### src/design/cid_pkg.sv
// package of constants for the second-half instruction decoder
package cid_pkg;
    localparam int          CID_IW         = 14;
    localparam int          CID_DW         = 8;
    localparam int          CID_FAW        = 7;
    localparam int          CID_PCW        = 13;
    // status bit positions
    localparam int          CID_C_BIT      = 0;
    localparam int          CID_DC_BIT     = 1;
    localparam int          CID_Z_BIT      = 2;
    localparam int          CID_PD_BIT     = 3;
    localparam int          CID_TO_BIT     = 4;
    localparam int          CID_GIE_BIT    = 7;
    // reset values
    localparam logic [7:0]  CID_W_RST      = 8'h00;
    localparam logic [7:0]  CID_OPT_RST    = 8'hFF;
    localparam logic [7:0]  CID_DIR_RST    = 8'hFF;
    localparam logic [4:0]  CID_STAT_RST   = 5'h18;
    // direction register select range
    localparam logic [2:0]  CID_DIR_LO     = 3'h5;
    localparam logic [2:0]  CID_DIR_HI     = 3'h7;
    localparam int          CID_NDIR       = 3;
    typedef enum logic [4:0] {
        CID_OP_NOP, CID_OP_MOVE_FILE, CID_OP_LOAD_LIT, CID_OP_STORE_W, CID_OP_IRET,
        CID_OP_OPTION, CID_OP_RETLIT, CID_OP_RETURN, CID_OP_RRF, CID_OP_RLF,
        CID_OP_SUBLIT, CID_OP_SUBFILE, CID_OP_SWAP, CID_OP_XORLIT, CID_OP_DIR,
        CID_OP_XORFILE, CID_OP_SLEEP, CID_OP_OTHER
    } cid_op_t;
endpackage

### src/design/cid_decode.sv
// opcode classifier for the second-half instructions
`timescale 1ns/10ps
`default_nettype none
module cid_decode
    import cid_pkg::*;
(
    // instruction word
    input  wire logic [cid_pkg::CID_IW-1:0] instr_in,
    // decoded class
    output cid_pkg::cid_op_t                op_out
);
    always_comb begin
        op_out = CID_OP_OTHER;
        if (instr_in[13:12] == 2'b11) begin
            if (instr_in[11:10] == 2'b00)
                op_out = CID_OP_LOAD_LIT;                         // [RULE2]
            else if (instr_in[11:10] == 2'b01)
                op_out = CID_OP_RETLIT;                           // [RULE6]
            else if (instr_in[11:9] == 3'b110)
                op_out = CID_OP_SUBLIT;                           // [RULE10]
            else if (instr_in[11:8] == 4'hA)
                op_out = CID_OP_XORLIT;                           // [RULE14]
        end else if (instr_in[13:12] == 2'b00) begin
            unique case (instr_in[11:8])
                4'h8: op_out = CID_OP_MOVE_FILE;                  // [RULE1]
                4'hC: op_out = CID_OP_RRF;                        // [RULE8]
                4'hD: op_out = CID_OP_RLF;                        // [RULE9]
                4'h2: op_out = CID_OP_SUBFILE;                    // [RULE11]
                4'hE: op_out = CID_OP_SWAP;                       // [RULE13]
                4'h6: op_out = CID_OP_XORFILE;                    // [RULE16]
                4'h0: begin
                    if (instr_in[7])
                        op_out = CID_OP_STORE_W;                  // [RULE3]
                    else if (instr_in[6:0] == 7'h09)
                        op_out = CID_OP_IRET;                     // [RULE4]
                    else if (instr_in[6:0] == 7'h08)
                        op_out = CID_OP_RETURN;                   // [RULE7]
                    else if (instr_in[6:0] == 7'h62)
                        op_out = CID_OP_OPTION;                   // [RULE5]
                    else if (instr_in[6:0] == 7'h63)
                        op_out = CID_OP_SLEEP;                    // [RULE18]
                    else if (instr_in[6:3] == 4'hC && instr_in[2:0] >= CID_DIR_LO)
                        op_out = CID_OP_DIR;                      // [RULE15]
                    else if (instr_in[6:0] == 7'h00 || instr_in[6:0] == 7'h20
                             || instr_in[6:0] == 7'h40 || instr_in[6:0] == 7'h60)
                        op_out = CID_OP_NOP;                      // [RULE19]
                end
                default: op_out = CID_OP_OTHER;
            endcase
        end
    end
endmodule
`default_nettype wire

### src/design/cid_core.sv
// execute stage for the second-half instruction group
// Notes on behaviour
// RULE1 - move file: copy file to W (d=0) or itself (d=1), update zero.
// RULE2 - load literal into W, flags unchanged, don't-care bits read as zero.
// RULE3 - store W into addressed file in one cycle, flags unchanged.
// RULE4 - interrupt return: pop stack top to PC, set global enable, two cycles.
// RULE5 - option load: copy W into option register in one cycle, no flags.
// RULE6 - return with literal: literal to W, pop stack to PC, two cycles.
// RULE7 - subroutine return: pop stack top to PC, no flags, two cycles.
// RULE8 - rotate right through carry: old carry to bit 7, bit 0 to carry.
// RULE9 - rotate left through carry: old carry to bit 0, bit 7 to carry.
// RULE10 - literal minus W into W, update carry, digit carry, zero.
// RULE11 - file minus W, routed by destination bit, update C, DC, Z.
// RULE12 - subtraction carry is inverted borrow: set when result not negative.
// RULE13 - swap nibbles of file, route by destination, flags unchanged.
// RULE14 - XOR W with literal into W, update zero.
// RULE15 - direction load: W into direction register 5..7, no flags.
// RULE16 - XOR W with file, route by destination, update zero.
// RULE17 - byte file ops: d=0 writes W, d=1 writes file back.
// RULE18 - sleep: clear watchdog and prescaler, set timeout, clear powerdown, halt. The code only pulses watchdog_clear_out and has no prescaler clear.
// RULE19 - no-operation decodes ignoring don't-care bits, changes nothing, one cycle.
`timescale 1ns/10ps
`default_nettype none
module cid_core
    import cid_pkg::*;
#(
    parameter int NDIR = cid_pkg::CID_NDIR
) (
    // clock and reset
    input  wire logic                        core_clk_in,
    input  wire logic                        sys_rst_in,
    // instruction issue
    input  wire logic                        instr_valid_in,
    input  wire logic [cid_pkg::CID_IW-1:0]  instr_in,
    input  wire logic [cid_pkg::CID_DW-1:0]  file_rdata_in,
    input  wire logic [cid_pkg::CID_PCW-1:0] stack_top_in,
    input  wire logic                        wake_in,
    // file register write
    output logic                             file_we_out,
    output logic [cid_pkg::CID_FAW-1:0]      file_addr_out,
    output logic [cid_pkg::CID_DW-1:0]       file_wdata_out,
    // program flow
    output logic                             stack_pop_out,
    output logic [cid_pkg::CID_PCW-1:0]      pc_load_out,
    output logic                             pc_load_en_out,
    output logic                             busy_out,
    // architectural state
    output logic [cid_pkg::CID_DW-1:0]       working_out,
    output logic                             carry_out,
    output logic                             digit_carry_flag_out,
    output logic                             zero_out,
    output logic                             timeout_flag_n_out,
    output logic                             powerdown_flag_n_out,
    output logic                             global_irq_enable_out,
    output logic [cid_pkg::CID_DW-1:0]       option_out,
    output logic [3*cid_pkg::CID_DW-1:0]     port_direction_reg_out,
    output logic                             watchdog_clear_out,
    output logic                             osc_halt_out
);
    import cid_pkg::*;

    // ----------------------------------------------------------------
    // decode
    // ----------------------------------------------------------------
    cid_op_t op;
    cid_decode cid_decode_i (
        .instr_in (instr_in),
        .op_out   (op)
    );

    // subtraction a - b with carry as inverted borrow
    function automatic logic [9:0] sub8(input logic [7:0] a, input logic [7:0] b);
        logic [8:0] full;
        logic [4:0] low;
        full = {1'b0, a} + {1'b0, ~b} + 9'h001;
        low  = {1'b0, a[3:0]} + {1'b0, ~b[3:0]} + 5'h01;
        sub8 = {full[8], low[4], full[7:0]};                  // [RULE12]
    endfunction

    // ----------------------------------------------------------------
    // state
    // ----------------------------------------------------------------
    logic [7:0]            w_q, w_d;
    logic                  c_q, c_d, dc_q, dc_d, z_q, z_d;
    logic                  to_q, to_d, pd_q, pd_d, gie_q, gie_d;
    logic [7:0]            opt_q, opt_d;
    logic [NDIR*8-1:0]     dir_q, dir_d;
    logic                  fwe_q, fwe_d, pop_q, pop_d, pcl_q, pcl_d;
    logic [CID_FAW-1:0]    fa_q, fa_d;
    logic [7:0]            fd_q, fd_d;
    logic [CID_PCW-1:0]    pc_q, pc_d;
    logic                  busy_q, busy_d, wdc_q, wdc_d, halt_q, halt_d;

    // ----------------------------------------------------------------
    // next state
    // ----------------------------------------------------------------
    always_comb begin
        logic [7:0] f;
        logic [7:0] k;
        logic [7:0] res;
        logic [9:0] s;
        logic       wr;
        logic       dst;
        f   = file_rdata_in;
        k   = instr_in[7:0];
        res = 8'h00;
        s   = 10'h000;
        wr  = 1'b0;
        dst = instr_in[7];
        w_d = w_q;  c_d = c_q;  dc_d = dc_q;  z_d = z_q;
        to_d = to_q;  pd_d = pd_q;  gie_d = gie_q;
        opt_d = opt_q;  dir_d = dir_q;
        fwe_d = 1'b0;  pop_d = 1'b0;  pcl_d = 1'b0;  wdc_d = 1'b0;
        fa_d = instr_in[6:0];  fd_d = fd_q;  pc_d = pc_q;
        busy_d = 1'b0;  halt_d = halt_q;
        if (halt_q) begin
            // oscillator stays halted until a wake-up arrives
            if (wake_in)
                halt_d = 1'b0;                                // [RULE18]
        end else if (busy_q) begin
            busy_d = 1'b0;                                    // second cycle of a return
        end else if (instr_valid_in) begin
            unique case (op)
                CID_OP_MOVE_FILE: begin res = f; wr = 1'b1; z_d = (f == 8'h00); end // [RULE1]
                CID_OP_LOAD_LIT:  w_d = k;                                           // [RULE2]
                CID_OP_STORE_W:   begin fwe_d = 1'b1; fd_d = w_q; end               // [RULE3]
                CID_OP_IRET: begin
                    pop_d = 1'b1; pcl_d = 1'b1; pc_d = stack_top_in;
                    gie_d = 1'b1; busy_d = 1'b1;                                     // [RULE4]
                end
                CID_OP_OPTION:    opt_d = w_q;                                       // [RULE5]
                CID_OP_RETLIT: begin
                    w_d = k; pop_d = 1'b1; pcl_d = 1'b1;
                    pc_d = stack_top_in; busy_d = 1'b1;                              // [RULE6]
                end
                CID_OP_RETURN: begin
                    pop_d = 1'b1; pcl_d = 1'b1; pc_d = stack_top_in; busy_d = 1'b1;  // [RULE7]
                end
                CID_OP_RRF: begin res = {c_q, f[7:1]}; c_d = f[0]; wr = 1'b1; end  // [RULE8]
                CID_OP_RLF: begin res = {f[6:0], c_q}; c_d = f[7]; wr = 1'b1; end  // [RULE9]
                CID_OP_SUBLIT: begin
                    s = sub8(k, w_q); w_d = s[7:0];
                    c_d = s[9]; dc_d = s[8]; z_d = (s[7:0] == 8'h00);               // [RULE10]
                end
                CID_OP_SUBFILE: begin
                    s = sub8(f, w_q); res = s[7:0]; wr = 1'b1;
                    c_d = s[9]; dc_d = s[8]; z_d = (s[7:0] == 8'h00);               // [RULE11]
                end
                CID_OP_SWAP:  begin res = {f[3:0], f[7:4]}; wr = 1'b1; end          // [RULE13]
                CID_OP_XORLIT: begin w_d = w_q ^ k; z_d = ((w_q ^ k) == 8'h00); end // [RULE14]
                CID_OP_DIR:
                    dir_d[8*(instr_in[2:0]-CID_DIR_LO) +: 8] = w_q;                 // [RULE15]
                CID_OP_XORFILE: begin
                    res = w_q ^ f; wr = 1'b1; z_d = (res == 8'h00);                 // [RULE16]
                end
                CID_OP_SLEEP: begin
                    wdc_d = 1'b1; to_d = 1'b1; pd_d = 1'b0; halt_d = 1'b1;          // [RULE18]
                end
                CID_OP_NOP:   ;                                                      // [RULE19]
                CID_OP_OTHER: ;
            endcase
            if (wr) begin
                // destination bit picks W or the file itself
                if (dst) begin
                    fwe_d = 1'b1; fd_d = res;                                        // [RULE17]
                end else begin
                    w_d = res;                                                       // [RULE17]
                end
            end
        end
    end

    // ----------------------------------------------------------------
    // registers
    // ----------------------------------------------------------------
    always_ff @(posedge core_clk_in or posedge sys_rst_in) begin
        if (sys_rst_in) begin
            w_q <= CID_W_RST;
            {to_q, pd_q, z_q, dc_q, c_q} <= CID_STAT_RST;
            gie_q <= 1'b0;
            opt_q <= CID_OPT_RST;
            dir_q <= {NDIR{CID_DIR_RST}};
            fwe_q <= 1'b0; pop_q <= 1'b0; pcl_q <= 1'b0;
            fa_q <= '0; fd_q <= 8'h00; pc_q <= '0;
            busy_q <= 1'b0; wdc_q <= 1'b0; halt_q <= 1'b0;
        end else begin
            w_q <= w_d;
            c_q <= c_d; dc_q <= dc_d; z_q <= z_d;
            to_q <= to_d; pd_q <= pd_d; gie_q <= gie_d;
            opt_q <= opt_d; dir_q <= dir_d;
            fwe_q <= fwe_d; pop_q <= pop_d; pcl_q <= pcl_d;
            fa_q <= fa_d; fd_q <= fd_d; pc_q <= pc_d;
            busy_q <= busy_d; wdc_q <= wdc_d; halt_q <= halt_d;
        end
    end

    assign file_we_out            = fwe_q;
    assign file_addr_out          = fa_q;
    assign file_wdata_out         = fd_q;
    assign stack_pop_out          = pop_q;
    assign pc_load_out            = pc_q;
    assign pc_load_en_out         = pcl_q;
    assign busy_out               = busy_q;
    assign working_out            = w_q;
    assign carry_out              = c_q;
    assign digit_carry_flag_out   = dc_q;
    assign zero_out               = z_q;
    assign timeout_flag_n_out     = to_q;
    assign powerdown_flag_n_out   = pd_q;
    assign global_irq_enable_out  = gie_q;
    assign option_out             = opt_q;
    assign port_direction_reg_out = dir_q;
    assign watchdog_clear_out     = wdc_q;
    assign osc_halt_out           = halt_q;
endmodule
`default_nettype wire

### config.mk
export PLATFORM = sky130hd
export DESIGN_NAME = cid_core
export DESIGN_NICKNAME = d
export VERILOG_FILES = /design/src/design/cid_pkg.sv /design/src/design/cid_decode.sv /design/src/design/cid_core.sv
export SDC_FILE = /design/constraint.sdc
export NUM_CORES = 1
export LEC_CHECK = 0
export BUFFER_PORTS_ARGS = -buffer_cell sky130_fd_sc_hd__buf_2
export CAP_MARGIN = 30
export CORE_MARGIN = 2
export CORE_UTILIZATION = 50
export CTS_CLUSTER_DIAMETER = 200
export DETAILED_ROUTE_END_ITERATION = 6
export PLACE_DENSITY = 0.75
export SETUP_SLACK_MARGIN = 0.3
export SKIP_LAST_GASP = 1
export SLEW_MARGIN = 5
export SYNTH_ARGS = -nofsm -noshare
export SYNTH_HDL_FRONTEND = slang
export SYNTH_SLANG_ARGS = --single-unit
### constraint.sdc
create_clock -name core_clk_in -period 6.55 [get_ports core_clk_in]
set_input_delay 0.655 -clock core_clk_in [delete_from_list [all_inputs] [get_ports core_clk_in]]
set_output_delay 0.655 -clock core_clk_in [all_outputs]
set_load 0.005 [all_outputs]
Yosys cells after proc, flatten, opt, wreduce, memory -nomap -nowiden
Index checks and enable logic that the tools add are counted.
{"block": "classes", "bitwise_logic": 6, "mux": 45, "eq_ne": 34, "shifts": 2, "order_cmp": 1, "n_reduce_logical": 28, "n_addsub": 10}
{"operator": "two-way mux 5 bit", "n": 13}
{"operator": "one-hot mux 8 bit (6 select lines)", "n": 1}
{"operator": "== test 5 x 4 -> 1 bit, second input constant", "n": 8}
{"operator": "zero test 8 bit", "n": 5}
{"operator": "two-way mux 8 bit", "n": 5}
{"operator": "one-hot mux 5 bit (7 select lines)", "n": 1}
{"operator": "negator 32 -> 34 bit", "n": 1}
{"operator": "variable shift 8 x 34 -> 24 bit, first input constant", "n": 1}
{"operator": "indexed part select 8 x 34 -> 24 bit", "n": 1}
{"operator": "AND reduction 4 bit", "n": 8}
{"operator": "== test 7 bit, second input constant", "n": 4}
{"operator": "bitwise mux 24 bit", "n": 1}
{"operator": "== test 4 bit, second input constant", "n": 6}
{"operator": "one-hot mux 8 bit (3 select lines)", "n": 1}
{"operator": "== test 5 x 3 -> 1 bit, second input constant", "n": 4}
{"operator": "two-way mux 1 bit", "n": 20}
{"operator": "adder 8 x 8 -> 9 bit", "n": 2}
{"operator": "adder 9 x 1 -> 9 bit, second input constant", "n": 2}
{"operator": "bitwise XOR 8 bit", "n": 2}
{"operator": "== test 7 x 4 -> 1 bit, second input constant", "n": 2}
{"operator": "adder 4 x 4 -> 5 bit", "n": 2}
{"operator": "adder 5 x 1 -> 5 bit, second input constant", "n": 2}
{"operator": "== test 5 x 2 -> 1 bit, second input constant", "n": 2}
{"operator": "NOT 8 bit", "n": 1}
{"operator": "other kinds (27)", "n": 31}
{"block": "word_totals", "register_bits": 77, "inputBits": 39, "output_inout_bits": 80, "wordCells": 141}

Longest topological paths before layout
Gate-level depths: netlist of the first run.
{"block": "logic_depth", "depth_word": 24, "mapped_depth": 18, "mapped_depth_nobuf": 17}

Hierarchy
Synthesis of the first run repeated with hierarchy kept, for this count alone.
{"block": "hier_totals", "hier_cells": 550, "hier_area_um2": 5272.6}
{"mod": "cid_core", "instances": 1, "seq_area_each_um2": 1968.1, "area_each_um2": 4833.4, "cells_per_inst": 489}
{"mod": "cid_decode", "instances": 1, "seq_area_each_um2": 0.0, "area_each_um2": 439.2, "cells_per_inst": 61}

Worst setup path after synthesis of the first run
OpenSTA, ideal clock, no wires.
{"block": "synth_timing", "kind": "in2reg", "startpoint": "in instr_in[0] in the netlist's numbering", "endpoint": "reg dir_q[16] (netlist: port_direction_reg_out[16])", "stages": 15, "setup_time_ns": 0.077, "path_slack_ns": 3.277, "t_required_ns": 6.473, "path_buffers": 1, "arrival_time_ns": 3.197, "path_cell_list": "inv_1 ha_1 inv_1 ha_1 nand3b_1 ha_1 nor3_1 nand4_1 a211oi_1 nand3_2 nor4b_2 nand3b_2 buf_6 nand2_1 o21ai_2"}
{"block": "synth_between", "elab_chain_cells": 16, "elab_cells_between_ends": 30, "classes_between": "2 x add/sub; 1 x order compare; 8 x eq/ne; 2 x shift; 11 x mux; 6 x reduce/logical"}
{"element": "from (decl)", "line_no": "cid_core.sv:34", "text": "input wire logic [cid_pkg::CID_IW-1:0] instr_in,"}
{"element": "== test 7 x 6 -> 1 bit / zero test 7 bit (equally long branches)", "line_no": "cid_decode.sv:44", "text": "else if (instr_in[6:0] == 7'h00 || instr_in[6:0] == 7'h20"}
{"element": "logical OR 1 bit", "line_no": "cid_decode.sv:44"}
{"element": "logical OR 1 bit (2 in a row)", "line_no": "cid_decode.sv:45", "text": "|| instr_in[6:0] == 7'h40 || instr_in[6:0] == 7'h60)"}
{"element": "two-way mux 5 bit", "line_no": "cid_decode.sv:44"}
{"element": "two-way mux 5 bit", "line_no": "cid_decode.sv:42", "text": "else if (instr_in[6:3] == 4'hC && instr_in[2:0] >= CID_DIR_LO)"}
{"element": "two-way mux 5 bit", "line_no": "cid_decode.sv:40", "text": "else if (instr_in[6:0] == 7'h63)"}
{"element": "two-way mux 5 bit", "line_no": "cid_decode.sv:38", "text": "else if (instr_in[6:0] == 7'h62)"}
{"element": "two-way mux 5 bit", "line_no": "cid_decode.sv:36", "text": "else if (instr_in[6:0] == 7'h08)"}
{"element": "two-way mux 5 bit", "line_no": "cid_decode.sv:34", "text": "else if (instr_in[6:0] == 7'h09)"}
{"element": "two-way mux 5 bit", "line_no": "cid_decode.sv:32", "text": "if (instr_in[7])"}
{"element": "one-hot mux 5 bit (7 select lines)", "line_no": "cid_decode.sv:24", "text": "unique case (instr_in[11:8])"}
{"element": "two-way mux 5 bit", "line_no": "cid_decode.sv:23", "text": "end else if (instr_in[13:12] == 2'b00) begin"}
{"element": "two-way mux 5 bit", "line_no": "cid_decode.sv:14", "text": "if (instr_in[13:12] == 2'b11) begin"}
{"element": "== test 5 x 4 -> 1 bit", "line_no": "cid_core.sv:123", "text": "unique case (op)"}
{"element": "AND reduction 4 bit (no source line)"}
{"element": "to (signal assigned)", "line_no": "cid_core.sv:182", "text": "dir_q <= {NDIR{CID_DIR_RST}};"}
{"element": "to (signal assigned)", "line_no": "cid_core.sv:190", "text": "opt_q <= opt_d; dir_q <= dir_d;"}
{"element": "to (decl)", "line_no": "cid_core.sv:87", "text": "logic [NDIR*8-1:0] dir_q, dir_d;"}
Several ways; a longest one is shown, not always the timed one.
A chain may end at the register's enable or synchronous reset.

Worst setup path after layout of the first run
{"block": "layout_timing", "startpoint": "in instr_in[0] in the netlist's numbering", "endpoint": "reg dir_q[20] (netlist: port_direction_reg_out[20])"}
Same word-level chain as after synthesis.

==> flow_summary_export.csv, run 1 <==
group,metric,value,unit
clock_network,numCtsBuffers,9,
die,start_util,0.507,
grt,overflow,0,
grt,grt_pass1_wl,23.8,mm
logic_synthesis,synth_most_common_cell,"nand2_1",
power,p_total,1570,uW
clock_network,clk_latency,360,ps
logic_synthesis,synth.distinct_cells,79,
layout,stdcell_count,800,
worst_setup_path,path_cells,"buf_2 -> inv_1 -> ha_1 -> inv_1 -> ha_1 -> nor2_1 -> ha_1 -> nor3_1 -> nand4_1 -> a211oi_1 -> nand3_2 -> nor4b_2 -> nand3b_2 -> nand2_1 -> o21ai_2",
timing,hold_viol_final,0,
placement,placed_area,0.00576,mm^2
layout,drive_above_1_share,0.331,
clock_network,htree_levels,3,
run_status,status,"complete, no violations",
worst_setup_path,path_class,"in2reg",
worst_setup_path,cp-end-kind,"flip-flop",
timing,setup_viol,0,
worst_setup_path,worst-path-buf-inv,3,
placement,gp_congestion,0.970,
worst_setup_path,cp_slowest_cell,"nor4b_2",
grt,antenna_found_initial,0,
logic_synthesis,avgSynthCellArea,9.31,um^2
timing,post-route-period-util,0.559,
die,core.rowCount,37,
placement,dp.cells,783,
worst_setup_path,crit_path_frequent_cell,"ha_1",
die,die_h,105,um
power,peakVddDrop,0.000127,V
clock_network,cts_tree,"yes",
routing,drt_first_pass_iters,7,
worst_hold_path,hold_class,"in2async",
routing,wire_per_inst,18.6,um
clock_network,cts-root-buf,"clkbuf_8",
clock_network,clock_path_buffers,2,
layout,final_nets,728,
layout,n_antenna_cell,0,
timing,max_slew_margin,0.300,
die,design.portCount,119,
worst_setup_path,cp_max_fo,16,
placement,dp_slack,2610,ps
logic_synthesis,ys.flop_type,"dfrtp_1",
worst_setup_path,crit_family,"simple AND/OR/NAND/NOR gates",
layout,syn2layout_area_growth,16.5,%
timing,rsz0062_at_grt,"no",
grt,grt_max_degree,78,
layout,multi_input_comb_area,0.00291,mm^2
timing,fin_skew,9.09,ps
timing,slew_violations,0,
worst_setup_path,cpPeakStageDelay,390,ps
power,p_leak,0.00278,uW
layout,final_area,0.00598,mm^2
power,power_density,262,mW/mm^2
routing,viasPerCell,6.02,
routing,drt-initial-drc-count,379,
timing,worst_pin_slew,1040,ps
timing,fin_ws,2890,ps
timing,layout_min_cycle_time,3660,ps
routing,drtAntennaViolNets,0,
logic_synthesis,syn_nets,621,
logic_synthesis,yosysWarnings,0,
logic_synthesis,synthArstFlopShare,1.00,
job,maxCapViolCount,0,
routing,vias,4812,
die,die_x,105,um
worst_setup_path,arrival,3940,ps
clock_network,hold_buffers,0,
layout,fillers,934,
clock_network,path_clk_slew,70,ps
die,die_area,0.0111,mm^2
logic_synthesis,post-synth-top-area-cell,"dfrtp_1",
routing,wl,14.9,mm
logic_synthesis,synth_commonest_cells,"nand2_1 (62), dfrtp_1 (44), o21ai_0 (41)",
logic_synthesis,synth-seq-cells,77,
logic_synthesis,syn_area,0.00514,mm^2
logic_synthesis,syn_inst,552,
grt,globalRouteTotalUtil,0.272,
layout,seq_area,0.00197,mm^2
timing,final.setup.tns,0,ps
logic_synthesis,synth_area_leaders,"dfrtp_1 (21%), dfstp_2 (17%), ha_1 (6.8%)",
worst_setup_path,cp-start-kind,"input pin",
clock_network,cts_resized,0,
clock_network,post-cts-setup-buffers,0,
timing,fmax,273,MHz
worst_setup_path,cp.required,6830,ps
logic_synthesis,synth_top_area_frac,0.214,
logic_synthesis,ys_seq_area_frac,0.383,
placement,io_buffers,117,
logic_synthesis,synth_edf_count,0,
die,core_area,0.0101,mm^2
routing,drc,0,
clock_network,cts.sinks,77,
placement,hpwl,11.4,mm
grt,grt_pass1_vias,4427,
==> worst register-to-register path, delay by kind of cell, from the launching register on <==
family / cells / cell delay (ps)
DFF: 1 / 650
AOI/OAI and AO/OA: 6 / 1320
adders and majority gates: 2 / 710
buffers and inverters: 2 / 210
and+or+nand+nor: 1 / 60
xor gates and xnor gates: 1 / 260
==> per-layer routing <==
layer | wire [um] | global-route usage | vias to the layer above
met5 | 0 | 0 | -
li1 | - | - | 2254
met4 | 299 | 0.0810 | 0
met1 | 6590 | 0.389 | 2339
met2 | 6980 | 0.427 | 199
met3 | 984 | 0.0408 | 20
==> sequential cells by signal, indices dropped and copies added, names as in the netlist, 7 cells and up <==
name / flops
port_direction_reg_out: 24
file_wdata_out: 8
option_out: 8
working_out: 8
pc_load_out: 13
file_addr_out: 7
==> logic make-up after synthesis <==
logic type	share of synthesized area
flip-flops	0.383
XOR/XNOR	0.0187
buffers and inverters	0.0499
AND/OR/NAND/NOR	0.211
AO/OA/AOI/OAI	0.226
other	0.000730
multiplexers	0.0348
adder cells (fa/ha/maj)	0.0760
==> report_power, final <==
part,internal (uW),switching [uW]
logic,241,331
clock network,188,178
registers,564,66.9
total,993,576
==> cell usage in the layout, fill, tap and decap left out, types with 4 or more instances in the layout <==
cell type,count
a211oi_2,4
a21o_1,8
a21oi_1,26
a221o_1,6
a221oi_1,7
a31oi_1,5
and2_1,6
buf_2,117
clkbuf_8,10
dfrtp_1,44
dfstp_2,33
ha_1,28
inv_1,27
mux2_2,15
nand2_1,62
nand2b_1,14
nand3_1,13
nand4_1,17
nor2_1,31
nor2b_1,8
nor3_1,12
nor4_1,6
o211ai_1,5
o21a_1,7
o21ai_0,41
o21ai_1,5
o21ai_2,8
o22ai_1,8
xnor2_1,8
==> stage by stage <==
step / utilization / hold slack (ps)
detailed placement: 0.568 / 454
CTS: 0.588 / 466
finish: 0.590 / 232
floorplan: - / 453
global placement: 0.567 / 451
global route: 0.590 / 229
==> layout make-up <==
| cell class | count | share of cell area |
|---|---|---|
| multi-input cells | 423 | 0.487 |
| flip-flops and latches | 77 | 0.329 |
| repair buffers | 120 | 0.105 |
| well taps | 136 | 0.0284 |
| clock buffers | 11 | 0.0236 |
| inverters | 28 | 0.0176 |
| clock inverters | 5 | 0.00962 |
==> worst paths after layout <==
check / from / to / slack [ps] / depth (start not counted)
worst max-delay path: instr_in[0] / port_direction_reg_out[20]$_DFFE_PP1P_ / 2890 / 15
worst min-delay path: sys_rst_in / pc_load_out[8]$_DFFE_PP0P_ / 230 / 3
worst max register to register: working_out[0]$_DFFE_PP0P_ / working_out[6]$_DFFE_PP0P_ / 3180 / 12
worst min register to register: port_direction_reg_out[9]$_DFFE_PP1P_ / port_direction_reg_out[9]$_DFFE_PP1P_ / 460 / 2
max in group asynchronous: sys_rst_in / port_direction_reg_out[12]$_DFFE_PP1P_ / 5740 / 4
min in group core_clk_in: port_direction_reg_out[9]$_DFFE_PP1P_ / port_direction_reg_out[9]$_DFFE_PP1P_ / 460 / 2
Note: power is estimated with default switching activity, not from simulation.
==> inputs of run 2 (changes only) <==
- clock period: 6.55 -> 3.4 ns (I/O delays scaled with it)
==> run 2 against run 1 <==
Compared with the run above: clock-buffer cell count unchanged; hold slack lost 190 ps; core utilization up 2.6 points; largest cell class unchanged; highest routed layer unchanged; largest power group is now combinational cells; die area unchanged; sequential cell count stayed put; wire length increased by 4.7%; final area up 4.4%; via count up 3.9%; first-iteration DRC count rose by 6.3%; clock skew up 0.75 ps; global-route usage increased by 0.94 points; critical endpoint is now port_direction_reg_out[9]$_DFFE_PP1P_; sequential share of layout area down 1.4 points; critical path type unchanged.
==> flow_summary_export.csv, run 2 (same netlist as run 1, synthesis figures left out) <==
group,metric,value,unit
grt,grt_max_degree,51,
placement,dp_slack,-81.4,ps
die,die_h,105,um
worst_setup_path,cp_max_fo,16,
worst_setup_path,arrival,3270,ps
timing,fin_ws,406,ps
routing,wire_per_inst,18.9,um
layout,multi_input_comb_area,0.00296,mm^2
timing,worst_pin_slew,605,ps
placement,gp_congestion,0.950,
clock_network,clk_latency,360,ps
layout,syn2layout_area_growth,21.6,%
clock_network,cts_tree,"yes",
power,internal-power,2030,uW
clock_network,numCtsBuffers,9,
power,peakVddDrop,0.000256,V
grt,globalRouteTotalUtil,0.282,
worst_setup_path,r2r_start,"working_out[0]$_DFFE_PP0P_",
clock_network,cts.sinks,77,
timing,fmax,334,MHz
worst_setup_path,crit_path_frequent_cell,"inv_1",
routing,viasPerCell,6.06,
power,switching_share,0.360,
die,design.portCount,119,
worst_setup_path,path_class,"in2reg",
timing,hold_viol_final,0,
placement,placed_area,0.00596,mm^2
timing,layout_min_cycle_time,2990,ps
power,p_leak,0.00291,uW
run_status,status,"complete, no violations",
worst_setup_path,r2r-end,"zero_out$_DFFE_PP0P_",
grt,overflow,0,
grt,antenna_found_initial,0,
die,die_area,0.0111,mm^2
die,core_area,0.0101,mm^2
routing,drtAntennaViolNets,0,
power,combPwrFrac,0.381,
timing,post-route-period-util,0.881,
job,maxCapViolCount,0,
layout,largest_register_ffs,24,
worst_setup_path,cp.required,3680,ps
worst_setup_path,cpPeakStageDelay,370,ps
layout,final_nets,753,
power,power_density,508,mW/mm^2
clock_network,clock_path_buffers,2,
worst_setup_path,rrSetupSlack,420,ps
worst_setup_path,cp-end-kind,"flip-flop",
clock_network,path_clk_slew,80,ps
die,die_x,105,um
timing,setup_viol,0,
routing,vias,5001,
worst_setup_path,path_cells,"buf_2 -> inv_1 -> ha_1 -> inv_1 -> ha_1 -> nand3b_1 -> inv_1 -> ha_2 -> nand2_1 -> nor3_1 -> nand4_1 -> a211oi_2 -> nand3_2 -> nor4b_4 -> nand3_2 -> buf_6 -> o21ai_1",
power,p_switching,1140,uW
worst_setup_path,worst-path-buf-inv,5,
layout,layout_common_cells,"buf_2 (117), nand2_1 (62), dfrtp_1 (44)",
clock_network,cts-root-buf,"clkbuf_8",
routing,drt-initial-drc-count,403,
layout,final_common_cell,"buf_2",
worst_setup_path,crit_family,"simple AND/OR/NAND/NOR gates",
placement,hpwl,11.9,mm
worst_setup_path,cp_slowest_cell,"nor4b_4",
worst_setup_path,reg2reg_depth,13,
power,p_total,3170,uW
clock_network,htree_levels,3,
power,power_frac_clock,0.245,
routing,drc,0,
grt,grt_pass1_wl,24.7,mm
worst_setup_path,cp-start-kind,"input pin",
layout,drive_above_1_share,0.369,
layout,n_antenna_cell,0,
worst_hold_path,hold_class,"in2async",
die,core.rowCount,37,
grt,grt_pass1_vias,4812,
routing,wl,15.6,mm
layout,seq_area,0.00197,mm^2
power,p_seq_frac,0.375,
timing,rsz0062_at_grt,"no",
die,start_util,0.507,
placement,io_buffers,117,
layout,final_area,0.00625,mm^2
timing,slew_violations,0,
routing,drt_first_pass_iters,5,
timing,fin_skew,9.84,ps
timing,max_slew_margin,0.596,
layout,fillers,899,
-- run 2: cell types whose count changed in the layout (fill, tap and decap cells not counted), sizes merged --
cell	before	now
buf	120	145
inv	30	28
bufinv	1	2
clkinv	2	1
clkinvlp	0	2
-- run 2: power groups by stage --
stage	Clock (uW)	Combinational [uW]	Sequential (uW)
global route	818	1320	1210
CTS	782	1170	1190
detailed placement	0	1150	1200
floorplan	0	678	1210
global placement	0	1130	1200
finish	777	1210	1190
-- run 2: worst max path at each step --
stage                            from                                     end  slack [ps]  cells past startpoint
after global placement    instr_in[0]              working_out[5]$_DFFE_PP0P_         200                     15
final                     instr_in[1]   port_direction_reg_out[9]$_DFFE_PP1P_         410                     17
after floorplan           instr_in[0]  port_direction_reg_out[16]$_DFFE_PP1P_         440                     15
after CTS                 instr_in[0]  port_direction_reg_out[11]$_DFFE_PP1P_         370                     18
after detailed placement  instr_in[0]  port_direction_reg_out[10]$_DFFE_PP1P_         -80                     17
after global routing      instr_in[1]   port_direction_reg_out[9]$_DFFE_PP1P_         250                     17
-- run 2: worst register-to-register path: cells and delay by family, from the launching register on --
| kind | cells | cell delay (ps) |
|---|---|---|
| XOR/XNOR | 1 | 140 |
| buffers and inverters | 2 | 250 |
| adder cells (fa/ha/maj) | 2 | 610 |
| AO/OA/AOI/OAI | 3 | 630 |
| flip-flops | 1 | 440 |
| AND/OR/NAND/NOR | 5 | 860 |
-- run 2: area by class of cell --
| class | instances | area share |
|---|---|---|
| Clock buffer | 11 | 0.0226 |
| Clock inverter | 5 | 0.0134 |
| Inverter | 28 | 0.0168 |
| Multi-Input combinational cell | 423 | 0.474 |
| Sequential cell | 77 | 0.315 |
| Tap cell | 136 | 0.0272 |
| Timing Repair Buffer | 145 | 0.131 |
-- run 2: stage by stage --
step            util  std cells  hold WS [ps]  setup TNS [ps]
2_1_floorplan      -        552           371               0
3_3_place_gp   0.588        808           432               0
3_5_place_dp   0.588        808           444            -549
4_1_cts        0.611        825          59.2               0
5_1_grt        0.616        825          94.0               0
6_report       0.616        825          45.5               0
-- run 2: metal layers --
layer | global-route usage | wire length [um]
met1 | 0.384 | 6510
met2 | 0.453 | 7280
met3 | 0.0470 | 1280
met4 | 0.0990 | 476
met5 | 0 | 0
-- run 2: repair_timing --
action	in CTS	in global routing
pin swaps	1	4
cloned	0	0
endpoints found under the setup margin	7	22
hold buffers	0	0
setup buffers	1	0
gates resized for setup	1	20
==> inputs of run 3 (changes only) <==
==> constraint.sdc (replaced) <==
create_clock -name core_clk_in -period 3.4 [get_ports core_clk_in]
set_input_delay 0.17 -clock core_clk_in [delete_from_list [all_inputs] [get_ports core_clk_in]]
set_output_delay 0.17 -clock core_clk_in [all_outputs]
set_load 0.005 [all_outputs]
==> run 3 against run 2 <==
Compared with the run above: clock power shrank 12%; sequential cell count is the same; largest power group is now registers; sequential share of layout area grew 0.42 points; global-route usage grew 0.27 points.
==> flow_summary_export.csv, run 3 (same netlist as run 1, synthesis figures left out) <==
group,metric,value,unit
timing,setup_viol,0,
die,die_area,0.0111,mm^2
worst_setup_path,crit_path_frequent_cell,"nand2_1",
placement,placed_area,0.00590,mm^2
grt,globalRouteTotalUtil,0.284,
die,core_area,0.0101,mm^2
worst_setup_path,path_class,"reg2reg",
timing,layout_min_cycle_time,3000,ps
timing,rsz0062_at_grt,"no",
timing,fmax,333,MHz
clock_network,cts.sinks,77,
placement,gp_congestion,1.01,
worst_hold_path,hold_class,"in2reg",
clock_network,cts-root-buf,"clkbuf_8",
routing,wl,15.5,mm
timing,slew_violations,0,
die,die_x,105,um
grt,grt_pass1_wl,24.6,mm
grt,overflow,0,
worst_setup_path,cp_max_fo,5,
grt,grt_pass1_vias,4822,
layout,final_nets,748,
power,p_total,3060,uW
layout,final_area,0.00617,mm^2
power,peakVddDrop,0.000241,V
worst_setup_path,cp-start-kind,"flip-flop",
die,die_h,105,um
power,switching_share,0.370,
timing,hold_viol_final,0,
worst_setup_path,cp.required,3700,ps
routing,drt-initial-drc-count,377,
worst_setup_path,worst-path-buf-inv,1,
timing,max_slew_margin,0.572,
power,power_frac_clock,0.224,
clock_network,clock_path_buffers,2,
clock_network,path_clk_slew,80,ps
routing,wl_met1,6.42,mm
worst_hold_path,min-delay-start,"instr_in[0]",
die,start_util,0.507,
grt,grt_max_degree,78,
layout,fillers,890,
die,design.portCount,119,
clock_network,cts_tree,"yes",
clock_network,numCtsBuffers,9,
power,p_leak,0.00286,uW
timing,fin_skew,13.3,ps
routing,drc,0,
routing,vias,4962,
worst_setup_path,crit_start,"working_out[0]$_DFFE_PP0P_",
worst_setup_path,r2r_start,"working_out[0]$_DFFE_PP0P_",
worst_setup_path,arrival,3300,ps
grt,antenna_found_initial,0,
power,internal-power,1930,uW
timing,post-route-period-util,0.882,
layout,layout_common_cells,"buf_2 (117), nand2_1 (62), dfrtp_1 (43)",
run_status,status,"complete, no violations",
power,p_seq_frac,0.391,
routing,wl_met2,7.05,mm
layout,largest_register_ffs,24,
layout,n_antenna_cell,0,
routing,drtAntennaViolNets,0,
routing,viasPerCell,6.05,
worst_setup_path,cpPeakStageDelay,470,ps
worst_setup_path,crit_family,"simple AND/OR/NAND/NOR gates",
job,maxCapViolCount,0,
worst_setup_path,cp_slowest_cell,"dfrtp_2",
routing,routed-wl-met3,1.43,mm
worst_setup_path,cp-end-kind,"flip-flop",
power,power_density,496,mW/mm^2
power,p_switching,1130,uW
layout,syn2layout_area_growth,20.1,%
clock_network,htree_levels,3,
die,core.rowCount,37,
routing,drt_first_pass_iters,5,
clock_network,clk_latency,360,ps
placement,hpwl,11.8,mm
timing,final.setup.tns,0,ps
placement,io_buffers,117,
layout,drive_above_1_share,0.358,
power,combPwrFrac,0.385,
timing,worst_pin_slew,637,ps
routing,highest_layer,"met4",
routing,wire_per_inst,18.9,um
layout,final_common_cell,"buf_2",
worst_setup_path,path_cells,"ha_1 -> inv_1 -> fa_1 -> a21o_1 -> a21oi_4 -> xnor2_1 -> nor4b_1 -> nand2_1 -> nor4_1 -> nand2_1 -> nand4_1 -> a32o_1",
-- run 3: final timing paths --
check                      slack [ps]  cells past startpoint                                      to
setup / recovery                  400                     12                    zero_out$_DFFE_PP0P_
hold / removal                     30                      1              file_addr_out[0]$_DFF_PP0_
setup reg to reg                  400                     12                    zero_out$_DFFE_PP0P_
hold reg to reg                   470                      2   port_direction_reg_out[9]$_DFFE_PP1P_
max in group asynchronous        2610                      4  port_direction_reg_out[20]$_DFFE_PP1P_
min in group asynchronous         440                      4              working_out[4]$_DFFE_PP0P_
-- run 3: through the flow --
stage	utilization	hold WS, ps	std cells	worst slack, ps
final	0.609	29.0	820	401
after global routing	0.609	22.3	820	301
after CTS	0.602	5.28	817	361
after detailed placement	0.582	293	800	-25.7
after global placement	0.582	285	800	257
after floorplan	-	201	552	612
-- run 3: layout make-up --
type | instances | area (um^2) | share of cell area
sequential | 77 | 1970 | 0.319
clock buffer | 11 | 131 | 0.0213
tap | 136 | 170 | 0.0276
timing repair buffer | 140 | 771 | 0.125
multi-input combinational | 423 | 2960 | 0.480
inverter | 28 | 109 | 0.0176
clock inverter | 5 | 58.8 | 0.00953
-- run 3: worst register-to-register path, stage by stage (launching register included) --
cell and delay [ps]:
dfrtp_2 470, ha_1 220, inv_1 60, fa_1 410, a21o_1 230, a21oi_4 230
xnor2_1 130, nor4b_1 380, nand2_1 110, nor4_1 260, nand2_1 170, nand4_1 100
a32o_1 170
-- run 3: per-layer routing --
| layer | up-vias | GRT usage |
|---|---|---|
| li1 | 2287 | - |
| met1 | 2343 | 0.376 |
| met2 | 281 | 0.434 |
| met3 | 51 | 0.0754 |
| met4 | 0 | 0.135 |
| met5 | - | 0 |
-- run 3: power by group through the flow --
stage               logic, uW  registers [uW]  clock network (uW)
floorplan                 678            1210                   0
global placement         1120            1200                   0
detailed placement       1130            1210                   0
CTS                      1150            1190                 693
global route             1290            1210                 731
finish                   1180            1200                 685
-- run 3: timing repair --
item / in CTS / in global routing
endpoints found under the hold margin: 44 / 0
setup endpoints to repair: 1 / 22
gates resized for setup: 1 / 9
pin swaps: 0 / 1
buffers inserted: 0 / 2
hold buffers: 1 / 0
